$ cat src/include/ddm_pkg.sv
// Shared constants for the modulator core and its loading controller
package ddm_pkg;
	localparam int CLK_PERIOD_NS     = 5;
	localparam int HOST_PHASE_NS     = 20;
	localparam int HOST_PHASE_CYCLES = (HOST_PHASE_NS + CLK_PERIOD_NS - 1) / CLK_PERIOD_NS;
	localparam int ACC_W             = 32;
	localparam int PHASE_W           = 12;
	localparam int IQ_W              = 20;
	localparam int AMP_W             = 10;
	localparam int DATA_W            = 16;
	localparam int TC_W              = 4;
	localparam int CR_W              = 4;
	localparam int SYNC_STAGES       = 4;
	localparam int CTRL_W            = 6;
	localparam int SHIFT_NARROW      = 8;
	localparam int SHIFT_WIDE        = 16;
	localparam int CR_BUS_WIDTH      = 0;
	localparam int CR_SLEEP          = 1;
	localparam int CR_AM             = 2;
	localparam int CR_BYPASS         = 3;
	localparam int TC_SOURCE_BIT     = 2;
	localparam int Q_LSB             = 10;
	localparam int PROD_LSB          = 9;
	localparam int SINE_LSB          = 11;
	localparam int SER_BITS          = 32;
	localparam logic [1:0]  TC_TOP_COMMAND = 2'h0;
	localparam logic [1:0]  DEST_FREQ_A    = 2'h0;
	localparam logic [1:0]  DEST_FREQ_B    = 2'h1;
	localparam logic [1:0]  DEST_PHASE     = 2'h2;
	localparam logic [1:0]  DEST_IQ        = 2'h3;
	localparam logic [11:0] SINE_SPAN      = 12'h800;
	localparam logic [11:0] SINE_QUARTER   = 12'h400;
	localparam logic [9:0]  SINE_MAX       = 10'h1FF;
	localparam logic [7:0]  ADDR_PAR       = 8'h00;
	localparam logic [7:0]  ADDR_SER       = 8'h04;
	localparam logic [7:0]  ADDR_LOAD      = 8'h08;
	localparam logic [7:0]  ADDR_PINS      = 8'h0C;
	localparam logic [7:0]  ADDR_STATUS    = 8'h10;
	localparam int PIN_FSEL  = 0;
	localparam int PIN_SLEEP = 1;
	localparam int PIN_RESET = 2;
endpackage : ddm_pkg

$ cat src/include/ddm_link_if.sv
// Pin-level link between the loading controller and the modulator core
`timescale 1ns/10ps
interface ddm_link_if;
	logic        wr_n;
	logic        cs_n;
	logic [15:0] data_bus;
	logic        serial_clk;
	logic        serial_in_line;
	logic        load;
	logic [3:0]  transfer_control_inputs;
	logic        freq_select_input;
	logic        sleep_pin;
	logic        reset_pin;
	modport device (input wr_n, cs_n, data_bus, serial_clk, serial_in_line, load,
		transfer_control_inputs, freq_select_input, sleep_pin, reset_pin);
	modport host (output wr_n, cs_n, data_bus, serial_clk, serial_in_line, load,
		transfer_control_inputs, freq_select_input, sleep_pin, reset_pin);
endinterface : ddm_link_if

$ cat src/verilog/ddm_core.sv
// Modulator core: pin synchronisers, assembly registers, transfer decode, NCO and IQ path
//
// Strobed register access and the placing of the registers are this design's own decisions.
`timescale 1ns/10ps
module ddm_core
	import ddm_pkg::*;
(
	input  wire logic        clock_in,
	input  wire logic        nrst_in,
	ddm_link_if.device       link,
	output logic [9:0]       dac_code_out,
	output logic             sleep_out,
	output logic [3:0]       mode_control_out
);

	// Quarter-free parabolic sine; a stand-in for the full ROM that keeps area small
	function automatic logic signed [9:0] ddm_sine(input logic [11:0] p);
		logic [11:0] x;
		logic [22:0] prod;
		logic [9:0]  mag;
		x    = {1'b0, p[10:0]};
		prod = 23'(x) * 23'(SINE_SPAN - x);
		mag  = (prod[22:SINE_LSB] > 12'(SINE_MAX)) ? SINE_MAX : prod[SINE_LSB +: AMP_W];
		return p[11] ? -$signed(mag) : $signed(mag);
	endfunction : ddm_sine

	// Signed 10x10 product rescaled to a 10-bit fraction
	function automatic logic [9:0] ddm_scale(input logic signed [9:0] a,
		input logic signed [9:0] b);
		logic signed [19:0] prod;
		prod = a * b;
		return prod[PROD_LSB +: AMP_W];
	endfunction : ddm_scale

	// Two-flop synchronisers for every pin; stage one is read only by stage two
	localparam int PIN_W = 2 + DATA_W + 2 + CTRL_W + 2;
	// Reset to the idle pin levels so no false strobe, clock or load edge follows reset
	localparam logic [PIN_W-1:0] PIN_IDLE = {2'h3, {(PIN_W-2){1'h0}}};
	logic [PIN_W-1:0] pin_meta;
	logic [PIN_W-1:0] pin_sync;
	wire  [PIN_W-1:0] pin_raw = {link.wr_n, link.cs_n, link.data_bus, link.serial_clk,
		link.serial_in_line, link.freq_select_input, link.load,
		link.transfer_control_inputs, link.sleep_pin, link.reset_pin};

	always_ff @(posedge clock_in or negedge nrst_in) begin
		if (!nrst_in) begin
			pin_meta <= PIN_IDLE;
			pin_sync <= PIN_IDLE;
		end else begin
			pin_meta <= pin_raw;
			pin_sync <= pin_meta;
		end
	end

	wire              s_wr_n     = pin_sync[PIN_W-1];
	wire              s_cs_n     = pin_sync[PIN_W-2];
	wire [DATA_W-1:0] s_data     = pin_sync[PIN_W-3 -: DATA_W];
	wire              s_sclk     = pin_sync[CTRL_W+3];
	wire              s_serial_in_line    = pin_sync[CTRL_W+2];
	wire [CTRL_W-1:0] s_ctrl     = pin_sync[CTRL_W+1:2];
	wire              s_sleep    = pin_sync[1];
	wire              s_reset    = pin_sync[0];

	logic [CR_W-1:0]  mode_control;
	logic [ACC_W-1:0] freq_word_a;
	logic [ACC_W-1:0] freq_word_b;
	logic [11:0]      phase_offset;
	logic [IQ_W-1:0]  iq_amplitude;
	logic [ACC_W-1:0] par_asm;
	logic [ACC_W-1:0] ser_asm;
	logic             wr_active;
	logic             sclk_prev;
	logic [DATA_W-1:0] data_hold;

	wire bus_width_bit            = mode_control[CR_BUS_WIDTH];
	wire sleep_bit                = mode_control[CR_SLEEP];
	wire amplitude_mod_enable_bit = mode_control[CR_AM];
	wire sync_bypass_bit          = mode_control[CR_BYPASS];

	// Extra four-stage pipeline for frequency select, load and transfer code
	logic [CTRL_W-1:0] ctrl_pipe [SYNC_STAGES];
	always_ff @(posedge clock_in or negedge nrst_in) begin
		if (!nrst_in) begin
			for (int i = 0; i < SYNC_STAGES; i++) begin
				ctrl_pipe[i] <= '0;
			end
		end else begin
			ctrl_pipe[0] <= s_ctrl;
			for (int i = 1; i < SYNC_STAGES; i++) begin
				ctrl_pipe[i] <= ctrl_pipe[i-1];
			end
		end
	end

	// Bypass takes the synchronised pins directly, four stages sooner
	wire [CTRL_W-1:0] ctrl = sync_bypass_bit ? s_ctrl : ctrl_pipe[SYNC_STAGES-1];
	wire              freq_select_input       = ctrl[CTRL_W-1];
	wire              load_level              = ctrl[CTRL_W-2];
	wire [TC_W-1:0]   transfer_control_inputs = ctrl[TC_W-1:0];
	logic             load_prev;
	wire              load_rise = load_level && !load_prev;

	// Parallel write ends when the joint strobe goes inactive
	wire wr_now   = !s_wr_n && !s_cs_n;
	wire wr_end   = wr_active && !wr_now;
	wire sclk_up  = s_sclk && !sclk_prev;
	wire [ACC_W-1:0] par_narrow = {par_asm[ACC_W-SHIFT_NARROW-1:0],
		data_hold[SHIFT_NARROW-1:0]};
	wire [ACC_W-1:0] par_wide   = {par_asm[ACC_W-SHIFT_WIDE-1:0], data_hold};
	wire [ACC_W-1:0] next_par   = bus_width_bit ? par_wide : par_narrow;
	wire [ACC_W-1:0] next_ser   = {ser_asm[ACC_W-2:0], s_serial_in_line};

	always_ff @(posedge clock_in or negedge nrst_in) begin
		if (!nrst_in) begin
			wr_active <= 1'b0;
			sclk_prev <= 1'b0;
			load_prev <= 1'b0;
			data_hold <= '0;
			par_asm   <= '0;
			ser_asm   <= '0;
		end else begin
			wr_active <= wr_now;
			sclk_prev <= s_sclk;
			load_prev <= load_level;
			if (wr_now) begin
				data_hold <= s_data;
			end
			// Independent paths; neither blocks the other
			if (wr_end) begin
				par_asm <= next_par;
			end
			if (sclk_up) begin
				ser_asm <= next_ser;
			end
		end
	end

	// Transfer decode
	wire              to_command = transfer_control_inputs[3:2] == TC_TOP_COMMAND;
	wire              from_ser   = transfer_control_inputs[TC_SOURCE_BIT];
	wire [1:0]        dest       = transfer_control_inputs[1:0];
	wire [ACC_W-1:0]  source     = from_ser ? ser_asm : par_asm;

	always_ff @(posedge clock_in or negedge nrst_in) begin
		if (!nrst_in) begin
			mode_control <= '0;
			freq_word_a  <= '0;
			freq_word_b  <= '0;
			phase_offset <= '0;
			iq_amplitude <= '0;
		end else if (s_reset) begin
			mode_control <= '0;
			freq_word_a  <= '0;
			freq_word_b  <= '0;
			phase_offset <= '0;
			iq_amplitude <= '0;
		end else if (load_rise) begin
			if (to_command) begin
				mode_control <= par_asm[CR_W-1:0];
			end else if (dest == DEST_FREQ_A) begin
				freq_word_a <= source;
			end else if (dest == DEST_FREQ_B) begin
				freq_word_b <= source;
			end else if (dest == DEST_PHASE) begin
				phase_offset <= source[PHASE_W-1:0];
			end else begin
				iq_amplitude <= source[IQ_W-1:0];
			end
		end
	end

	// Sleep from either the command bit or the pin freezes the datapath
	wire asleep = sleep_bit || s_sleep;

	logic [ACC_W-1:0] phase_acc;
	logic [PHASE_W-1:0] lut_phase;
	logic signed [9:0] sine_val;
	logic signed [9:0] cos_val;
	logic             am_stage;

	wire [ACC_W-1:0] step      = freq_select_input ? freq_word_b : freq_word_a;
	wire [ACC_W-1:0] next_acc  = phase_acc + step;
	wire [PHASE_W-1:0] offset_phase = phase_acc[ACC_W-1 -: PHASE_W] + phase_offset;
	wire [9:0] i_term  = ddm_scale(cos_val, $signed(iq_amplitude[Q_LSB-1:0]));
	wire [9:0] q_term  = ddm_scale(sine_val, $signed(iq_amplitude[IQ_W-1:Q_LSB]));
	wire [9:0] iq_sum  = i_term + q_term;
	wire [9:0] next_dac = am_stage ? iq_sum : sine_val;

	always_ff @(posedge clock_in or negedge nrst_in) begin
		if (!nrst_in) begin
			phase_acc    <= '0;
			lut_phase    <= '0;
			sine_val     <= '0;
			cos_val      <= '0;
			am_stage     <= 1'b0;
			dac_code_out <= '0;
		end else if (asleep) begin
			// Clocks stopped: hold phase, converter output quiet
			dac_code_out <= '0;
		end else begin
			phase_acc    <= next_acc;
			lut_phase    <= offset_phase;
			sine_val     <= ddm_sine(lut_phase);
			cos_val      <= ddm_sine(lut_phase + SINE_QUARTER);
			am_stage     <= amplitude_mod_enable_bit;
			dac_code_out <= next_dac;
		end
	end

	assign sleep_out        = asleep;
	assign mode_control_out = mode_control;

endmodule : ddm_core

$ cat src/flat_wrapper.sv
// flat-port wrapper written by rule: the top's interface ports become plain ports
module ddm_core_flat import ddm_pkg::*;
  (clock_in, nrst_in, dac_code_out, sleep_out, mode_control_out, link_wr_n, link_cs_n, link_data_bus, link_serial_clk, link_serial_in_line, link_load, link_transfer_control_inputs, link_freq_select_input, link_sleep_pin, link_reset_pin);
  ddm_link_if link_i ();
  input  wire logic clock_in;
  input  wire logic nrst_in;
  output logic [9:0] dac_code_out;
  output logic sleep_out;
  output logic [3:0] mode_control_out;
  input wire logic [$bits(link_i.wr_n)-1:0] link_wr_n;
  input wire logic [$bits(link_i.cs_n)-1:0] link_cs_n;
  input wire logic [$bits(link_i.data_bus)-1:0] link_data_bus;
  input wire logic [$bits(link_i.serial_clk)-1:0] link_serial_clk;
  input wire logic [$bits(link_i.serial_in_line)-1:0] link_serial_in_line;
  input wire logic [$bits(link_i.load)-1:0] link_load;
  input wire logic [$bits(link_i.transfer_control_inputs)-1:0] link_transfer_control_inputs;
  input wire logic [$bits(link_i.freq_select_input)-1:0] link_freq_select_input;
  input wire logic [$bits(link_i.sleep_pin)-1:0] link_sleep_pin;
  input wire logic [$bits(link_i.reset_pin)-1:0] link_reset_pin;
  assign link_i.wr_n = link_wr_n;
  assign link_i.cs_n = link_cs_n;
  assign link_i.data_bus = link_data_bus;
  assign link_i.serial_clk = link_serial_clk;
  assign link_i.serial_in_line = link_serial_in_line;
  assign link_i.load = link_load;
  assign link_i.transfer_control_inputs = link_transfer_control_inputs;
  assign link_i.freq_select_input = link_freq_select_input;
  assign link_i.sleep_pin = link_sleep_pin;
  assign link_i.reset_pin = link_reset_pin;
  ddm_core u_core (.clock_in(clock_in), .nrst_in(nrst_in), .link(link_i), .dac_code_out(dac_code_out), .sleep_out(sleep_out), .mode_control_out(mode_control_out));
endmodule
$ cat config.mk
export PLATFORM = sky130hd
export DESIGN_NAME = ddm_core_flat
export DESIGN_NICKNAME = d
export VERILOG_FILES = /design/src/include/ddm_pkg.sv /design/src/include/ddm_link_if.sv /design/src/verilog/ddm_core.sv /design/src/flat_wrapper.sv
export SDC_FILE = /design/constraint.sdc
export NUM_CORES = 1
export LEC_CHECK = 0
export BUFFER_PORTS_ARGS = -buffer_cell sky130_fd_sc_hd__buf_2
export CAP_MARGIN = 10
export CORE_MARGIN = 5
export CORE_UTILIZATION = 30
export CTS_CLUSTER_DIAMETER = 30
export CTS_CLUSTER_SIZE = 28
export DETAILED_ROUTE_END_ITERATION = 7
export PLACE_DENSITY_LB_ADDON = 0.15
export SYNTH_ARGS = -nofsm -noshare
export SYNTH_HDL_FRONTEND = slang
export SYNTH_SLANG_ARGS = --single-unit
$ cat constraint.sdc
create_clock -name clock_in -period 7 [get_ports clock_in]
set_input_delay 2.1 -clock clock_in [delete_from_list [all_inputs] [get_ports clock_in]]
set_output_delay 2.1 -clock clock_in [all_outputs]
set_load 0.01 [all_outputs]
==> qor.csv <==
metric,value,unit
routability cong.,0.826,
Worst R2R Start,u_core.lut_phase[0],
Max Freq,140,MHz
# setup viols final,3,
ys async rst share,100,%
Hold Fails Final Rpt,0,
cts hold-fix bufs,0,
final period utilization,102,%
most frequent CP cell,fa_1,
Port Buffers,44,
global-route wire length before repair,122000,um
crit-path max FO,5,
DR vias,20200,
DP Wirelength,58900,um
Critical Path End Type,flop,
"Reg clk slew, reported paths",0.05,ns
Util after Layout,37.4,%
DRC Markers,0,
max-slew violation count,0,
Hold Startpoint,u_core.ctrl_pipe[17],
worst path required time,7.50,ns
WHS Endpoint,u_core.ctrl_pipe[11],
Yosys cell types,76,
Crit Path Category,flop to flop,
CP max-delay cell,fa_1,
Core ar.,95200,um^2
Die H,320,um
Num CTS Buffers,83,
starting density of the core,30.3,%
hold depth,0,
design area,35600,um^2
antenna violations before repair,2,
worst-margin pin slew,1.28,ns
largest net degree at the start of global routing,153,
Syn Inst Count,2803,
DIE AREA,102000,um^2
R2R setup slack,-0.17,ns
root buf cell,clkbuf_16,
Via density,4.59,
Synth area leaders,"dfrtp_1, fa_1, ha_1",
worst skew pair latency,0.64,ns
Setup Skew,0.0615,ns
max incr delay on CP,0.57,ns
vias in the first global route,22000,
area share of the largest cell type after synthesis,29.0,%
outcome,"complete, but fails checks",
share of cells above drive strength 1,23.9,%
violated checks,setup timing,
Pre-antenna DRT Iters,4,
H-tree levels,3,
Post-synth EDFFs,0,
count of state elements after synthesis,338,
total track usage,14.8,%
DR iter-0 viols,867,
Syn Std Cell Area,28800,um^2
post-synthesis sequential area ratio,29.3,%
Area Growth Syn to Fin,23.5,%
Slew headroom,14.0,%
filler cell count,9389,
DR WL/cell,17.1,um
YS warnings,0,
CTS tree,done,
"Top FF cell, synth",dfrtp_1,
Syn Area/Cell,10.3,um^2
post-route ant nets,0,
Die W,320,um
Hold Path Class,flop to flop,
unrepaired setup endpoints after global routing,true,
total global routing overflow,0,
I/O pin count,45,
PnR worst setup slack,-0.167,ns
reg2reg path depth,28,
routed wire length,75000,um
clk buf depth,3,
crit path DAT,7.67,ns
Crit Reg-Reg Endpoint,u_core.sine_val[6],
ANT cells,0,
largest area contributor in the netlist,dfrtp_1,
maxcap violations,0,
Post-DP Area,32000,um^2
clk sink count,338,
CP Launch Type,flop,
min Tclk post-route,7.17,ns
Nets,3656,
site row count,113,
[cell usage after synthesis (6+ instances only)]
| cell | number |
|---|---|
| a21boi_0 | 7 |
| a21o_1 | 44 |
| a21oi_1 | 99 |
| a31oi_1 | 9 |
| and2_1 | 104 |
| and3_1 | 6 |
| buf_1 | 9 |
| clkbuf_1 | 103 |
| dfrtp_1 | 334 |
| fa_1 | 308 |
| ha_1 | 252 |
| inv_1 | 361 |
| mux2_2 | 185 |
| mux2i_1 | 45 |
| nand2_1 | 300 |
| nand2b_1 | 67 |
| nand3_1 | 19 |
| nand4_1 | 8 |
| nor2_1 | 107 |
| nor2b_1 | 41 |
| nor3_1 | 29 |
| nor4_1 | 7 |
| o21a_1 | 11 |
| o21ai_0 | 107 |
| o31a_1 | 6 |
| o31ai_1 | 9 |
| or2_2 | 15 |
| or3_1 | 10 |
| xnor2_1 | 71 |
| xor2_1 | 42 |
[layout make-up]
cell class              count  area, um^2  share of cell area, %
multi-input cells        2005       19300                   54.2
clock inverters            41         541                   1.52
clock buffers             110        2360                   6.63
repair buffers            273        1970                   5.54
flip-flops and latches    338        8470                   23.8
inverters                 365        1380                   3.88
well taps                1265        1580                   4.44
[worst max-delay path by stage]
stage	end	start	slack, ns
detailed placement	u_core.sine_val[8]	u_core.lut_phase[1]	-0.43
CTS	u_core.sine_val[6]	u_core.lut_phase[0]	-0.18
finish	u_core.sine_val[6]	u_core.lut_phase[0]	-0.17
global route	u_core.sine_val[8]	u_core.lut_phase[0]	-0.49
floorplan	u_core.sine_val[8]	u_core.lut_phase[5]	-0.21
global placement	u_core.sine_val[8]	u_core.lut_phase[1]	-0.26
[placed cells by master, fill, tap and decap left out, drive strengths merged, types with 31 or more instances in the layout]
cell type,count
inv,364
dfrtp,334
fa,308
nand2,300
buf,273
ha,252
mux2,185
o21ai,110
clkbuf,110
nor2,107
and2,104
a21oi,100
xnor2,71
nand2b,67
a21o,46
mux2i,45
xor2,42
nor2b,41
clkinv,31
nor3,31
[per-stage QoR]
step                hold slack [ns]  setup TNS (ns)  worst slack (ns)  std cells
floorplan                     0.331          -0.207            -0.207       2823
global placement              0.332          -0.489            -0.264       4212
detailed placement            0.335           -1.40            -0.428       4212
CTS                           0.343          -0.360            -0.183       4388
global route                  0.350           -2.38            -0.486       4397
finish                        0.342          -0.307            -0.167       4397
[sequential cells by signal, indices dropped and copies added (netlist names)]
register / count
u_core.phase_acc: 32
u_core.dac_code_out: 10
u_core.pin_meta: 28
u_core.load_prev: 1
u_core.iq_amplitude: 20
u_core.par_asm: 32
u_core.ctrl_pipe: 24
u_core.phase_offset: 12
u_core.ser_asm: 32
u_core.cos_val: 10
u_core.am_stage: 1
u_core.lut_phase: 12
u_core.sclk_prev: 1
u_core.sine_val: 10
u_core.pin_sync: 28
u_core.freq_word_a: 32
u_core.data_hold: 16
u_core.mode_control_out: 4
u_core.freq_word_b: 32
u_core.wr_active: 1
[logic make-up after synthesis]
logic type	share of synthesized area (%)
muxes	8.78
DFF	29.3
xor gates and xnor gates	3.43
and+or+nand+nor	12.4
AOI/OAI and AO/OA	7.42
buffers and inverters	6.26
other	0.0260
adders and majority gates	32.3
[critical path, delay by kind of cell, from the launching register on]
family	cells	cell delay [ns]
buffers and inverters	4	0.45
and+or+nand+nor	10	1.96
AOI/OAI and AO/OA	6	1.29
adders and majority gates	8	2.89
DFF	1	0.44
[layer usage]
layer  routed length [um]  GRT usage (%)
met5                    0              0
met1                35300           20.1
met4                 1340           3.26
met2                36600           25.3
met3                 1840           1.88
[repair_timing]
item	in CTS	in global routing
pin swaps	26	36
buffers inserted	25	9
endpoints found under the setup margin	10	19
gates resized for setup	29	76
endpoints found under the hold margin	0	0
Power is left out: the tool's default activity adds up to more than one toggle a clock period on the data nets, which glitch-free logic cannot reach.
